==> config.mk <==
export PLATFORM = sky130hd
export DESIGN_NAME = aer_mask_log
export DESIGN_NICKNAME = d
export VERILOG_FILES = /design/src/logic/aer_mask_log_fix.sv /design/src/logic/aer_pkg.sv /design/src/logic/aer_mask_log.sv /design/src/logic/corr_gate.sv /design/src/logic/hdr_store.sv
export SDC_FILE = /design/constraint.sdc
export NUM_CORES = 1
export LEC_CHECK = 0
export CAP_MARGIN = 20
export CORE_ASPECT_RATIO = 0.9
export CORE_MARGIN = 2
export CORE_UTILIZATION = 38
export DETAILED_ROUTE_END_ITERATION = 16
export DONT_BUFFER_PORTS = 1
export PLACE_DENSITY = 0.51
export SYNTH_ARGS = -nofsm -noshare
export SYNTH_HDL_FRONTEND = slang
export SYNTH_SLANG_ARGS = --single-unit
==> constraint.sdc <==
create_clock -name MCLK -period 15.7 [get_ports MCLK]
set_input_delay 1.57 -clock MCLK [delete_from_list [all_inputs] [get_ports MCLK]]
set_output_delay 1.57 -clock MCLK [all_outputs]
set_load 0.02 [all_outputs]
==> src/logic/aer_mask_log_fix.sv <==
// Holds no design unit

==> src/logic/aer_pkg.sv <==
// Shared constants and carrier types for the correctable mask and header log bank
package aer_pkg;

    // Register byte offsets in extended configuration space
    localparam logic [11:0] OFF_CORR_MASK = 12'h114;
    localparam logic [11:0] OFF_CAP_CTRL = 12'h118;
    localparam logic [11:0] OFF_HDR_WORD0 = 12'h11c;
    localparam logic [11:0] OFF_HDR_WORD1 = 12'h120;
    localparam logic [11:0] OFF_HDR_WORD2 = 12'h124;
    localparam logic [11:0] OFF_HDR_WORD3 = 12'h128;

    // Correctable mask field positions
    localparam int unsigned RECEIVER_ERROR_MASK_POS = 0;
    localparam int unsigned BAD_TRANSACTION_PACKET_MASK_POS = 6;
    localparam int unsigned BAD_LINK_PACKET_MASK_POS = 7;
    localparam int unsigned REPLAY_ROLLOVER_MASK_POS = 8;
    localparam int unsigned REPLAY_EXPIRY_MASK_POS = 12;
    localparam int unsigned ADVISORY_NONFATAL_MASK_POS = 13;
    localparam int unsigned CORR_CLASS_COUNT = 6;
    localparam int unsigned CORR_CLASS_POS [CORR_CLASS_COUNT] = '{0, 6, 7, 8, 12, 13};

    // Correctable mask reset and writable bits
    localparam logic [31:0] CORR_MASK_RESET = 32'h00002000;
    localparam logic [31:0] CORR_MASK_RW_BITS = 32'h000031c1;

    // Capability and control field positions
    localparam int unsigned END_CRC_CHECK_ENABLE_POS = 8;
    localparam int unsigned END_CRC_CHECK_ABILITY_POS = 7;
    localparam int unsigned END_CRC_GENERATE_ENABLE_POS = 6;
    localparam int unsigned END_CRC_GENERATE_ABILITY_POS = 5;
    localparam int unsigned FIRST_ERR_PTR_LSB = 0;
    localparam int unsigned FIRST_ERR_PTR_WIDTH = 5;

    // Capability and control reset value and its fixed one bits
    localparam logic [31:0] CAP_CTRL_RESET = 32'h000000a0;
    localparam logic [31:0] CAP_CTRL_FIXED_ONES = 32'h000000a0;
    localparam logic [4:0] FIRST_ERR_PTR_RESET = 5'h00;
    localparam logic [31:0] HDR_LOG_RESET = 32'h00000000;
    localparam int unsigned HDR_WORDS = 4;

    // Configuration access from the upstream side
    typedef struct packed {
        logic wr;
        logic rd;
        logic [11:0] addr;
        logic [3:0] be;
        logic [31:0] wdata;
    } cfg_req_s;

    // Packet header bytes, index 0 is the earliest transmitted byte
    typedef struct packed {
        logic [15:0][7:0] bytes;
    } tlp_hdr_s;

    // Header as stored, one 32-bit word per slot
    typedef logic [HDR_WORDS-1:0][31:0] hdr_words_t;

endpackage

==> src/logic/aer_mask_log.sv <==
// Correctable error mask, capability and control, and header log register bank
`timescale 1ns/1ps
// Contract
// - Masked correctable error sets no status, no message, no log, no pointer.
// - Correctable mask resets to 00002000h, advisory non-fatal masked.
// - Mask bits 13, 12, 8, 7, 6 and 0 are read-write.
// - Mask reserved bits 31:14, 11:9, 5:1 read zero, ignore writes.
// - Writable mask, CRC enables, first pointer reset on cold resets.
// - Control bit 8 enables end-to-end CRC checking of received packets.
// - Control bit 7 reads one, check ability.
// - Control bit 6 enables end-to-end CRC generation on sent packets.
// - Control bit 5 reads one, generate ability.
// - Bits 4:0 hold hardware pointer to first uncorrectable error position.
// - Control register resets to 000000a0h, bits 31:9 read zero.
// - Header log captures header of most recent unmasked error packet.
// - Header log is four read-only words from 11ch to 128h.
// - Earliest transmitted byte of each word sits in lowest byte lane.
// - Header log clears only on cold resets, survives any other.
// - Each mask bit gates the status bit at the same position.
module aer_mask_log
(
    input wire logic MCLK, // 100 MHz block clock
    input wire logic SYS_RST, // Cold reset: fundamental, global or power-on
    input aer_pkg::cfg_req_s CFG_REQ, // Configuration access, one cycle each
    output logic [31:0] CFG_RDATA, // Read data, valid with CFG_RDVALID
    output logic CFG_RDVALID, // Read answer strobe
    input wire logic [31:0] CORR_EVT, // Correctable error pulses by bit position
    input wire logic CORR_HDR_VALID, // CORR_HDR holds the offending packet header
    input aer_pkg::tlp_hdr_s CORR_HDR, // Header of the correctable error packet
    input wire logic UNC_EVT, // Unmasked uncorrectable error pulse
    input wire logic [4:0] UNC_POS, // Its bit position in uncorrectable status
    input wire logic UNC_PTR_FREE, // No error is held at the pointed position
    input wire logic UNC_HDR_VALID, // UNC_HDR holds the offending packet header
    input aer_pkg::tlp_hdr_s UNC_HDR, // Header of the uncorrectable error packet
    output logic [31:0] CORR_STATUS_SET, // Status set pulses, gated by the mask
    output logic CORR_MSG_REQ, // Correctable error message request pulse
    output logic [31:0] CORR_MASK, // Current mask to the status block
    output logic END_CRC_CHECK_EN, // Check end-to-end CRC on received packets
    output logic END_CRC_GEN_EN, // Generate end-to-end CRC on sent packets
    output logic [4:0] FIRST_ERR_PTR // First error pointer
);

    logic [31:0] mask_reg;
    logic [31:0] mask_next;
    logic check_en_reg;
    logic check_en_next;
    logic gen_en_reg;
    logic gen_en_next;
    logic [4:0] ptr_reg;
    logic [4:0] ptr_next;
    logic [31:0] set_reg;
    logic [31:0] set_next;
    logic msg_reg;
    logic msg_next;
    logic rdvalid_reg;
    logic rdvalid_next;
    logic rd_hdr_reg;
    logic rd_hdr_next;
    logic [31:0] rd_reg;
    logic [31:0] rd_next;

    logic [31:0] lane_bits;
    logic [31:0] mask_wbits;
    logic [31:0] mask_wr_ones;
    logic [31:0] report;
    logic [31:0] cap_ctrl_view;
    logic mask_sel;
    logic ctrl_sel;
    logic hdr_sel;
    logic [1:0] hdr_idx;
    logic corr_hdr_load;
    logic hdr_load;
    aer_pkg::hdr_words_t hdr_words;
    logic [31:0] hdr_rdata;

    // Byte enables spread to bit lanes
    assign lane_bits = {{8{CFG_REQ.be[3]}}, {8{CFG_REQ.be[2]}},
                        {8{CFG_REQ.be[1]}}, {8{CFG_REQ.be[0]}}};

    assign mask_sel = CFG_REQ.addr == aer_pkg::OFF_CORR_MASK;
    assign ctrl_sel = CFG_REQ.addr == aer_pkg::OFF_CAP_CTRL;
    assign hdr_sel = (CFG_REQ.addr == aer_pkg::OFF_HDR_WORD0)
                   | (CFG_REQ.addr == aer_pkg::OFF_HDR_WORD1)
                   | (CFG_REQ.addr == aer_pkg::OFF_HDR_WORD2)
                   | (CFG_REQ.addr == aer_pkg::OFF_HDR_WORD3);
    assign hdr_idx = 2'(({20'h00000, CFG_REQ.addr} - {20'h00000, aer_pkg::OFF_HDR_WORD0}) >> 2);

    // Only the writable mask bits can take a write
    assign mask_wbits = (CFG_REQ.wr && mask_sel) ?
                        (lane_bits & aer_pkg::CORR_MASK_RW_BITS) : 32'h00000000;
    assign mask_wr_ones = mask_wbits & CFG_REQ.wdata;

    genvar g;
    generate
        for (g = 0; g < aer_pkg::CORR_CLASS_COUNT; g = g + 1)
        begin : g_class
            corr_gate u_gate
            (
                .event_in(CORR_EVT[aer_pkg::CORR_CLASS_POS[g]]),
                .mask_in(mask_reg[aer_pkg::CORR_CLASS_POS[g]]),
                .mask_wr_one(mask_wr_ones[aer_pkg::CORR_CLASS_POS[g]]),
                .report_out(report[aer_pkg::CORR_CLASS_POS[g]])
            );
        end
    endgenerate

    // Positions without an error class never report
    assign report[31:14] = 18'h00000;
    assign report[11:9] = 3'h0;
    assign report[5:1] = 5'h00;

    // A header arriving with a masked-only error is dropped, never logged
    assign corr_hdr_load = CORR_HDR_VALID && (report != 32'h00000000);
    assign hdr_load = corr_hdr_load || (UNC_EVT && UNC_HDR_VALID);

    // Uncorrectable header wins when both arrive together
    always_comb
    begin
        hdr_words = '0;
        for (int w = 0; w < aer_pkg::HDR_WORDS; w = w + 1)
        begin
            for (int b = 0; b < 4; b = b + 1)
            begin
                if (UNC_EVT && UNC_HDR_VALID)
                begin
                    hdr_words[w][b*8 +: 8] = UNC_HDR.bytes[w*4 + b];
                end
                else
                begin
                    hdr_words[w][b*8 +: 8] = CORR_HDR.bytes[w*4 + b];
                end
            end
        end
    end

    hdr_store u_hdr_store
    (
        .clk(MCLK),
        .rst(SYS_RST),
        .wr_en(hdr_load),
        .wr_words(hdr_words),
        .rd_idx(hdr_idx),
        .rd_data(hdr_rdata)
    );

    assign cap_ctrl_view = {23'h000000, check_en_reg, 1'b1, gen_en_reg, 1'b1, ptr_reg}
                         | aer_pkg::CAP_CTRL_FIXED_ONES;

    // Register state
    always_comb
    begin
        mask_next = (mask_reg & ~mask_wbits) | (CFG_REQ.wdata & mask_wbits);
        check_en_next = check_en_reg;
        gen_en_next = gen_en_reg;
        if (CFG_REQ.wr && ctrl_sel && CFG_REQ.be[1])
        begin
            check_en_next = CFG_REQ.wdata[aer_pkg::END_CRC_CHECK_ENABLE_POS];
        end
        if (CFG_REQ.wr && ctrl_sel && CFG_REQ.be[0])
        begin
            gen_en_next = CFG_REQ.wdata[aer_pkg::END_CRC_GENERATE_ENABLE_POS];
        end
        // Writes to the pointer and the header log are ignored
        ptr_next = ptr_reg;
        if (UNC_EVT && UNC_PTR_FREE)
        begin
            ptr_next = UNC_POS;
        end
    end

    always_ff @(posedge MCLK or posedge SYS_RST)
    begin
        if (SYS_RST)
        begin
            mask_reg <= aer_pkg::CORR_MASK_RESET;
            check_en_reg <= aer_pkg::CAP_CTRL_RESET[aer_pkg::END_CRC_CHECK_ENABLE_POS];
            gen_en_reg <= aer_pkg::CAP_CTRL_RESET[aer_pkg::END_CRC_GENERATE_ENABLE_POS];
            ptr_reg <= aer_pkg::FIRST_ERR_PTR_RESET;
        end
        else
        begin
            mask_reg <= mask_next;
            check_en_reg <= check_en_next;
            gen_en_reg <= gen_en_next;
            ptr_reg <= ptr_next;
        end
    end

    // Reporting state: one-cycle pulses, nothing held pending while masked
    always_comb
    begin
        set_next = report;
        msg_next = report != 32'h00000000;
    end

    always_ff @(posedge MCLK or posedge SYS_RST)
    begin
        if (SYS_RST)
        begin
            set_reg <= 32'h00000000;
            msg_reg <= 1'b0;
        end
        else
        begin
            set_reg <= set_next;
            msg_reg <= msg_next;
        end
    end

    // Read state; header words come from the store's own output register
    always_comb
    begin
        rdvalid_next = CFG_REQ.rd;
        rd_hdr_next = CFG_REQ.rd && hdr_sel;
        rd_next = 32'h00000000;
        if (CFG_REQ.rd && mask_sel)
        begin
            rd_next = mask_reg & aer_pkg::CORR_MASK_RW_BITS;
        end
        else if (CFG_REQ.rd && ctrl_sel)
        begin
            rd_next = cap_ctrl_view;
        end
    end

    always_ff @(posedge MCLK or posedge SYS_RST)
    begin
        if (SYS_RST)
        begin
            rdvalid_reg <= 1'b0;
            rd_hdr_reg <= 1'b0;
            rd_reg <= 32'h00000000;
        end
        else
        begin
            rdvalid_reg <= rdvalid_next;
            rd_hdr_reg <= rd_hdr_next;
            rd_reg <= rd_next;
        end
    end

    assign CFG_RDATA = rd_hdr_reg ? hdr_rdata : rd_reg;
    assign CFG_RDVALID = rdvalid_reg;
    assign CORR_STATUS_SET = set_reg;
    assign CORR_MSG_REQ = msg_reg;
    assign CORR_MASK = mask_reg;
    assign END_CRC_CHECK_EN = check_en_reg;
    assign END_CRC_GEN_EN = gen_en_reg;
    assign FIRST_ERR_PTR = ptr_reg;

    logic [31:0] eff_mask;
    assign eff_mask = mask_reg | mask_wr_ones;
    logic [31:0] unmasked_evt;
    assign unmasked_evt = CORR_EVT & ~eff_mask & aer_pkg::CORR_MASK_RW_BITS;
endmodule // aer_mask_log

==> src/logic/corr_gate.sv <==
// One correctable error class gated by its mask bit
`timescale 1ns/1ps
module corr_gate
(
    input wire logic event_in, // Error of this class detected
    input wire logic mask_in, // Stored mask bit
    input wire logic mask_wr_one, // A one is being written to the mask bit
    output logic report_out // Unmasked error, to be reported
);

    // A mask being set in the same cycle already wins over the error
    assign report_out = event_in & ~mask_in & ~mask_wr_one;

endmodule // corr_gate

==> src/logic/hdr_store.sv <==
// Four-word header log storage with registered read port
`timescale 1ns/1ps
module hdr_store
(
    input wire logic clk, // Block clock
    input wire logic rst, // Cold reset, active high
    input wire logic wr_en, // Capture all words
    input aer_pkg::hdr_words_t wr_words, // Words to capture
    input wire logic [1:0] rd_idx, // Word to read
    output logic [31:0] rd_data // Registered read data
);

    aer_pkg::hdr_words_t mem_reg;
    aer_pkg::hdr_words_t mem_next;
    logic [31:0] rd_data_next;

    always_comb
    begin
        mem_next = mem_reg;
        if (wr_en)
        begin
            mem_next = wr_words;
        end
        rd_data_next = mem_reg[rd_idx];
    end

    // Only the cold reset clears the log; no other reset reaches here
    always_ff @(posedge clk or posedge rst)
    begin
        if (rst)
        begin
            mem_reg <= {aer_pkg::HDR_WORDS{aer_pkg::HDR_LOG_RESET}};
            rd_data <= aer_pkg::HDR_LOG_RESET;
        end
        else
        begin
            mem_reg <= mem_next;
            rd_data <= rd_data_next;
        end
    end

    // Words as last presented and the word they hold at the read index, tracked apart from the store itself
    aer_pkg::hdr_words_t probe_words_reg;
    logic [31:0] probe_word_reg;

    always_ff @(posedge clk)
    begin
        probe_words_reg <= wr_words;
        probe_word_reg <= probe_words_reg[rd_idx];
    end
endmodule // hdr_store

==> flow_summary.toml, run 1 <==
[critical_path]
crit_fanout = 64
worstPathArrival_ps = 5600
end_kind = "flip-flop"
critical_path_class = "primary input to flip-flop"
startpoint_type = "primary input"
required_ps = 15980

[clock_tree]
cts_setup_buffers = 0
numCtsBuffers = 17
clock_sinks = 193
cts_tree = "yes"
ctsRootBufferMaster = "clkbuf_16"
clk_pin_slew_ps = 80
cts_resized = 0
postCtsHoldBufs = 0
clk_latency_ps = 450
cts_buffer_depth = 2
cts.htree.levels = 4

[pwr]
vdd_drop_max_v = 0.0000775
power_frac_comb = 0.145
p_int_mw = 0.847
p_leak_nw = 4.28
p_clk_frac = 0.366
power_density_nw_per_um2 = 102
power_switching_share = 0.310
seq_power_share = 0.489
switching_power_mw = 0.381

[yosys]
netlist_instances = 1156
synth_cell_types = 40
synthTopCellsByArea = "dfrtp_1 41%, a211oi_2 12%, nor4_1 6.9%"
yosysTopAreaCellShare = 0.413
synthSimpleGateAreaFrac = 0.215
synthAdderAreaFrac = 0.00430
ys_ff_latch = 193
synth.largest_area_cell = "dfrtp_1"
syn_avg_cell_area_um2 = 10.1
synth_mux_area_frac = 0.0852
synth_compound_area_frac = 0.193
synth-warning-count = 0
ys_seq_area_frac = 0.416
synth-xor-area-share = 0
synth_top_family_by_area = "simple AND/OR/NAND/NOR gates"
synthesis.area_um2 = 11600

[global_routing]
antenna_found_initial = 9
grt_pass1_wl_mm = 57.6
grt.overflow.total = 0
grt_max_degree = 130
groute.usage.overall = 0.236
first_global_vias = 8961

[drt]
dr.pass1.iters = 4
totalWireLength_mm = 38.5
drc = 0
wl_per_cell_um = 26.0
drt_iter0_drc = 719
antenna_left = 0
viasPerCell = 6.12
dr_total_vias = 9052

[timing]
worst_slew_margin_rel = 0.256
maxSlewViolCount = 0
fin_crit_ps = 5330
fin_worst_skew_ps = 14.7
hold_viol = 0
worst_slew_pin_slew_ps = 1120
fin_setup_tns_ps = 0
clock.fmax_mhz = 188
setup_violations = 0
fin_crit_sh = 0.339
rsz0062_at_grt = "false"

[floorplanning]
die-width_um = 188
num_rows = 60
io-pin-count = 454
die_h_um = 170
start_util = 0.387
coreArea_um2 = 30000
dieArea_um2 = 32000

[cells_and_area]
num-nets-final = 1408
drive_above_1_share = 0.206
largest_reg_flops = 128
post-route-util = 0.401
syn2layout_area_growth_pct = 3.65

[job]
cap_viol_max_count = 0

[placed_design]
dp_hpwl_mm = 23.6
port_buffers = 0
gp_congestion = 0.829

[worst_hold_path]
hold_class = "flip-flop to flip-flop"

[run_status]
status = "complete, no violations"
==> critical path, stage by stage <==
cell,delay (ps)
inv_1,30
ha_1,200
nor3b_1,180
and2_1,200
a41oi_1,350
or4_4,710
or2_4,330
buf_4,770
buf_4,910
a211oi_2,160
==> power groups by stage <==
stage | sequential [mW] | combinational, mW | clock (mW)
after global routing | 0.608 | 0.197 | 0.479
after floorplan | 0.589 | 0.165 | 0
after detailed placement | 0.610 | 0.179 | 0
after global placement | 0.608 | 0.177 | 0
final | 0.601 | 0.178 | 0.450
after CTS | 0.600 | 0.180 | 0.461
==> cells by family after synthesis <==
family / after synthesis
AOI/OAI and AO/OA: 267
adders and majority gates: 4
buffers and inverters: 186
DFF: 193
muxes: 56
other: 1
and+or+nand+nor: 449
==> area by class of cell <==
class | count | area (um^2)
repair buffers | 10 | 75.1
multi-input cells | 828 | 6010
clock buffers | 18 | 439
inverters | 5 | 28.8
flip-flops and latches | 193 | 4830
well taps | 403 | 504
diodes | 9 | 22.5
fillers | 2953 | 18000
clock inverters | 14 | 141
==> stage by stage <==
stage	setup WS, ps	instances	hold slack (ps)	total power [mW]	cell area [um^2]
floorplan	8880	1207	485	0.754	11800
global placement	9820	1439	591	0.785	11400
detailed placement	9870	1439	591	0.789	11400
CTS	10350	1471	607	1.24	12000
global route	10160	1475	620	1.28	12000
finish	10370	1480	605	1.23	12100
==> layout by cell type, fill, tap and decap left out, types with 3 or more instances in the layout <==
master       n
and2_1      30
a41oi_1      4
buf_4       10
mux2_2      24
nand2_1      7
nor4_1     128
clkbuf_16   17
clkinv_4     4
conb_1      52
diode_2      9
a22o_1       3
nand2b_1     4
inv_1        3
inv_8        7
a211oi_2   110
ha_1         3
a211oi_1    18
dfrtp_1    191
nor2_1     132
o21ai_0    128
mux4_2      32
or3_1      128
==> worst paths after layout <==
check	start	endpoint	slack (ps)	cells after the start
min in group asynchronous	SYS_RST	u_hdr_store.mem_reg[58]	1150	1
worst min register to register	flip-flop	rd_reg[13]	610	1
max in group asynchronous	SYS_RST	rd_hdr_reg	13010	2
worst max-delay path	CFG_REQ[39]	u_hdr_store.mem_reg[47]	10370	10
worst min-delay path	flip-flop	rd_reg[13]	610	1
worst max register to register	flip-flop	u_hdr_store.mem_reg[47]	11540	7
==> cell usage after synthesis <==
cell,count
mux2_2,24
or3_1,128
a211oi_1,18
a22o_1,3
or2_1,1
and2_1,31
nor2b_1,2
inv_1,5
and3b_1,1
nand2b_1,4
nor4b_4,1
nand4_1,2
buf_1,2
a41oi_1,4
nor4_1,128
nor3b_1,1
clkbuf_1,106
buf_6,11
nand3_1,1
buf_2,3
nor3_1,1
o311ai_0,1
ha_1,4
or4_1,1
nor3b_4,1
nor4bb_1,2
a22oi_1,1
nand3b_1,1
nand4b_1,2
buf_4,59
conb_1,1
nand2_1,9
dfstp_2,1
mux4_2,32
a21o_1,1
a21oi_1,1
nor2_1,132
o21ai_0,128
dfrtp_1,192
a211oi_2,110
==> metal layers <==
layer	GRT usage	part of all wire	wire length (um)	up-vias
li1	-	-	-	4043
met1	0.320	0.43	16700	4626
met2	0.374	0.47	18100	343
met3	0.0588	0.075	2880	38
met4	0.0713	0.019	742	2
met5	0	0.00034	13	-
Note: power is estimated with default switching activity, not from simulation.
==> run 2: changes to the inputs <==
==> constraint.sdc (replaced) <==
create_clock -name MCLK -period 5.4 [get_ports MCLK]
set_input_delay 0.54 -clock MCLK [delete_from_list [all_inputs] [get_ports MCLK]]
set_output_delay 0.54 -clock MCLK [all_outputs]
set_load 0.02 [all_outputs]
==> flow_summary.toml, run 2 (synthesized netlist as in run 1, its figures left out) <==
[clock_tree]
numCtsBuffers = 17
cts_tree = "yes"
ctsRootBufferMaster = "clkbuf_16"
clock_sinks = 193
clk_latency_ps = 440
cts_buffer_depth = 2
cts.htree.levels = 4
clk_pin_slew_ps = 80

[drt]
dr_total_vias = 9046
totalWireLength_mm = 38.2
antenna_left = 0
wl_per_cell_um = 25.8
drt_iter0_drc = 638
drc = 0
viasPerCell = 6.11
dr.pass1.iters = 5

[floorplanning]
num_rows = 60
die-width_um = 188
start_util = 0.387
io-pin-count = 454
die_h_um = 170
coreArea_um2 = 30000
dieArea_um2 = 32000

[timing]
worst_slew_pin_slew_ps = 1170
fin_setup_tns_ps = 0
clock.fmax_mhz = 277
hold_viol = 0
rsz0062_at_grt = "false"
maxSlewViolCount = 0
fin_crit_sh = 0.669
worst_slew_margin_rel = 0.217
fin_worst_skew_ps = 13.1
setup_violations = 0
holdWs_ps = 124
fin_crit_ps = 3610

[cells_and_area]
syn2layout_area_growth_pct = 4.26
final_common_cell = "dfrtp_1"
largest_reg_flops = 128
nFillCells = 2993
final_cell_mix = "191 x dfrtp_1, 132 x nor2_1, 128 x nor4_1, 128 x or3_1, 128 x o21ai_0"
drive_above_1_share = 0.206
num-nets-final = 1410

[job]
cap_viol_max_count = 0

[critical_path]
worstPathArrival_ps = 3960
r2r-end = "u_hdr_store.mem_reg[123]"
crit_fanout = 85
critical_path_class = "primary input to flip-flop"
required_ps = 5740
critPathMaxStageDelay_ps = 840
r2r_cells = 6
path_cells = "inv_1, ha_1, nor3b_1, and2_1, a41oi_1, or4_4, or2_4, buf_12, a211oi_1"
startpoint_type = "primary input"
crit_slowest_cell = "or4_4"
r2r_setup_slack_ps = 2100
end_kind = "flip-flop"

[worst_hold_path]
hold_class = "primary input to flip-flop"
hold_path_startpoint = "CFG_REQ[48]"
hold_path_end = "CFG_RDVALID"
hold_path_depth = 0

[placed_design]
gp_congestion = 0.812
port_buffers = 0
dp_hpwl_mm = 23.3

[pwr]
power_density_nw_per_um2 = 298
vdd_drop_max_v = 0.000208
p_leak_nw = 4.29

[global_routing]
grt_max_degree = 257
grt.overflow.total = 0
groute.usage.overall = 0.233
antenna_found_initial = 10
grt_pass1_wl_mm = 57.2
first_global_vias = 8880

[run_status]
status = "complete, no violations"
## run 2: stage by stage
| stage | utilization | instances | power [mW] | cell area, um^2 | setup slack [ps] |
|---|---|---|---|---|---|
| global route | 0.403 | 1476 | 3.77 | 12100 | 1630 |
| global placement | 0.382 | 1438 | 2.28 | 11500 | 1390 |
| finish | 0.404 | 1481 | 3.61 | 12100 | 1790 |
| floorplan | - | 1207 | 2.19 | 11800 | 2370 |
| CTS | 0.402 | 1470 | 3.64 | 12100 | 1880 |
| detailed placement | 0.382 | 1438 | 2.29 | 11500 | 1390 |
## run 2: how the worst max path moves through the flow
stage	start	to	slack [ps]	cells past startpoint
2_1_floorplan	SYS_RST	CFG_RDVALID	2370	1
3_3_place_gp	CFG_REQ[39]	u_hdr_store.mem_reg[118]	1390	9
3_5_place_dp	CFG_REQ[39]	u_hdr_store.mem_reg[125]	1390	9
4_1_cts	CFG_REQ[39]	u_hdr_store.mem_reg[125]	1880	9
5_1_grt	CFG_REQ[39]	u_hdr_store.mem_reg[123]	1630	9
6_report	CFG_REQ[39]	u_hdr_store.mem_reg[123]	1790	9
## run 2: worst max-delay path, delay by kind of cell
kind / cells / cell delay [ps]
fa+ha+maj: 1 / 180
buf+inv: 2 / 430
simple gates: 4 / 2160
compound gates: 2 / 500
## run 2: what timing repair did
item                      in CTS  in global routing
hold endpoints to repair       0                  3
buffers inserted               0                  0
hold buffers                   0                  1
resized for setup              0                  0
## run 2: cell type report
| class | instances | area (um^2) | area share |
|---|---|---|---|
| repair buffers | 12 | 140 | 0.0116 |
| inverters | 5 | 25.0 | 0.00206 |
| well taps | 403 | 504 | 0.0416 |
| clock inverters | 13 | 150 | 0.0124 |
| multi-input cells | 828 | 6010 | 0.496 |
| clock buffers | 19 | 443 | 0.0365 |
| diodes | 8 | 20.0 | 0.00165 |
| flip-flops and latches | 193 | 4830 | 0.399 |
## run 2: metal layers
layer	vias up	wire, um	global-route usage	share of wire
met4	8	801	0.0710	0.021
met3	47	3340	0.0763	0.088
met1	4615	16300	0.311	0.43
met5	-	54	0	0.0014
met2	329	17700	0.360	0.46
li1	4047	-	-	-
## run 2: power by group
part / total (mW) / switching (mW) / internal, mW
clock network: 1.34 / 0.635 / 0.706
logic: 0.521 / 0.295 / 0.226
registers: 1.75 / 0.137 / 1.61
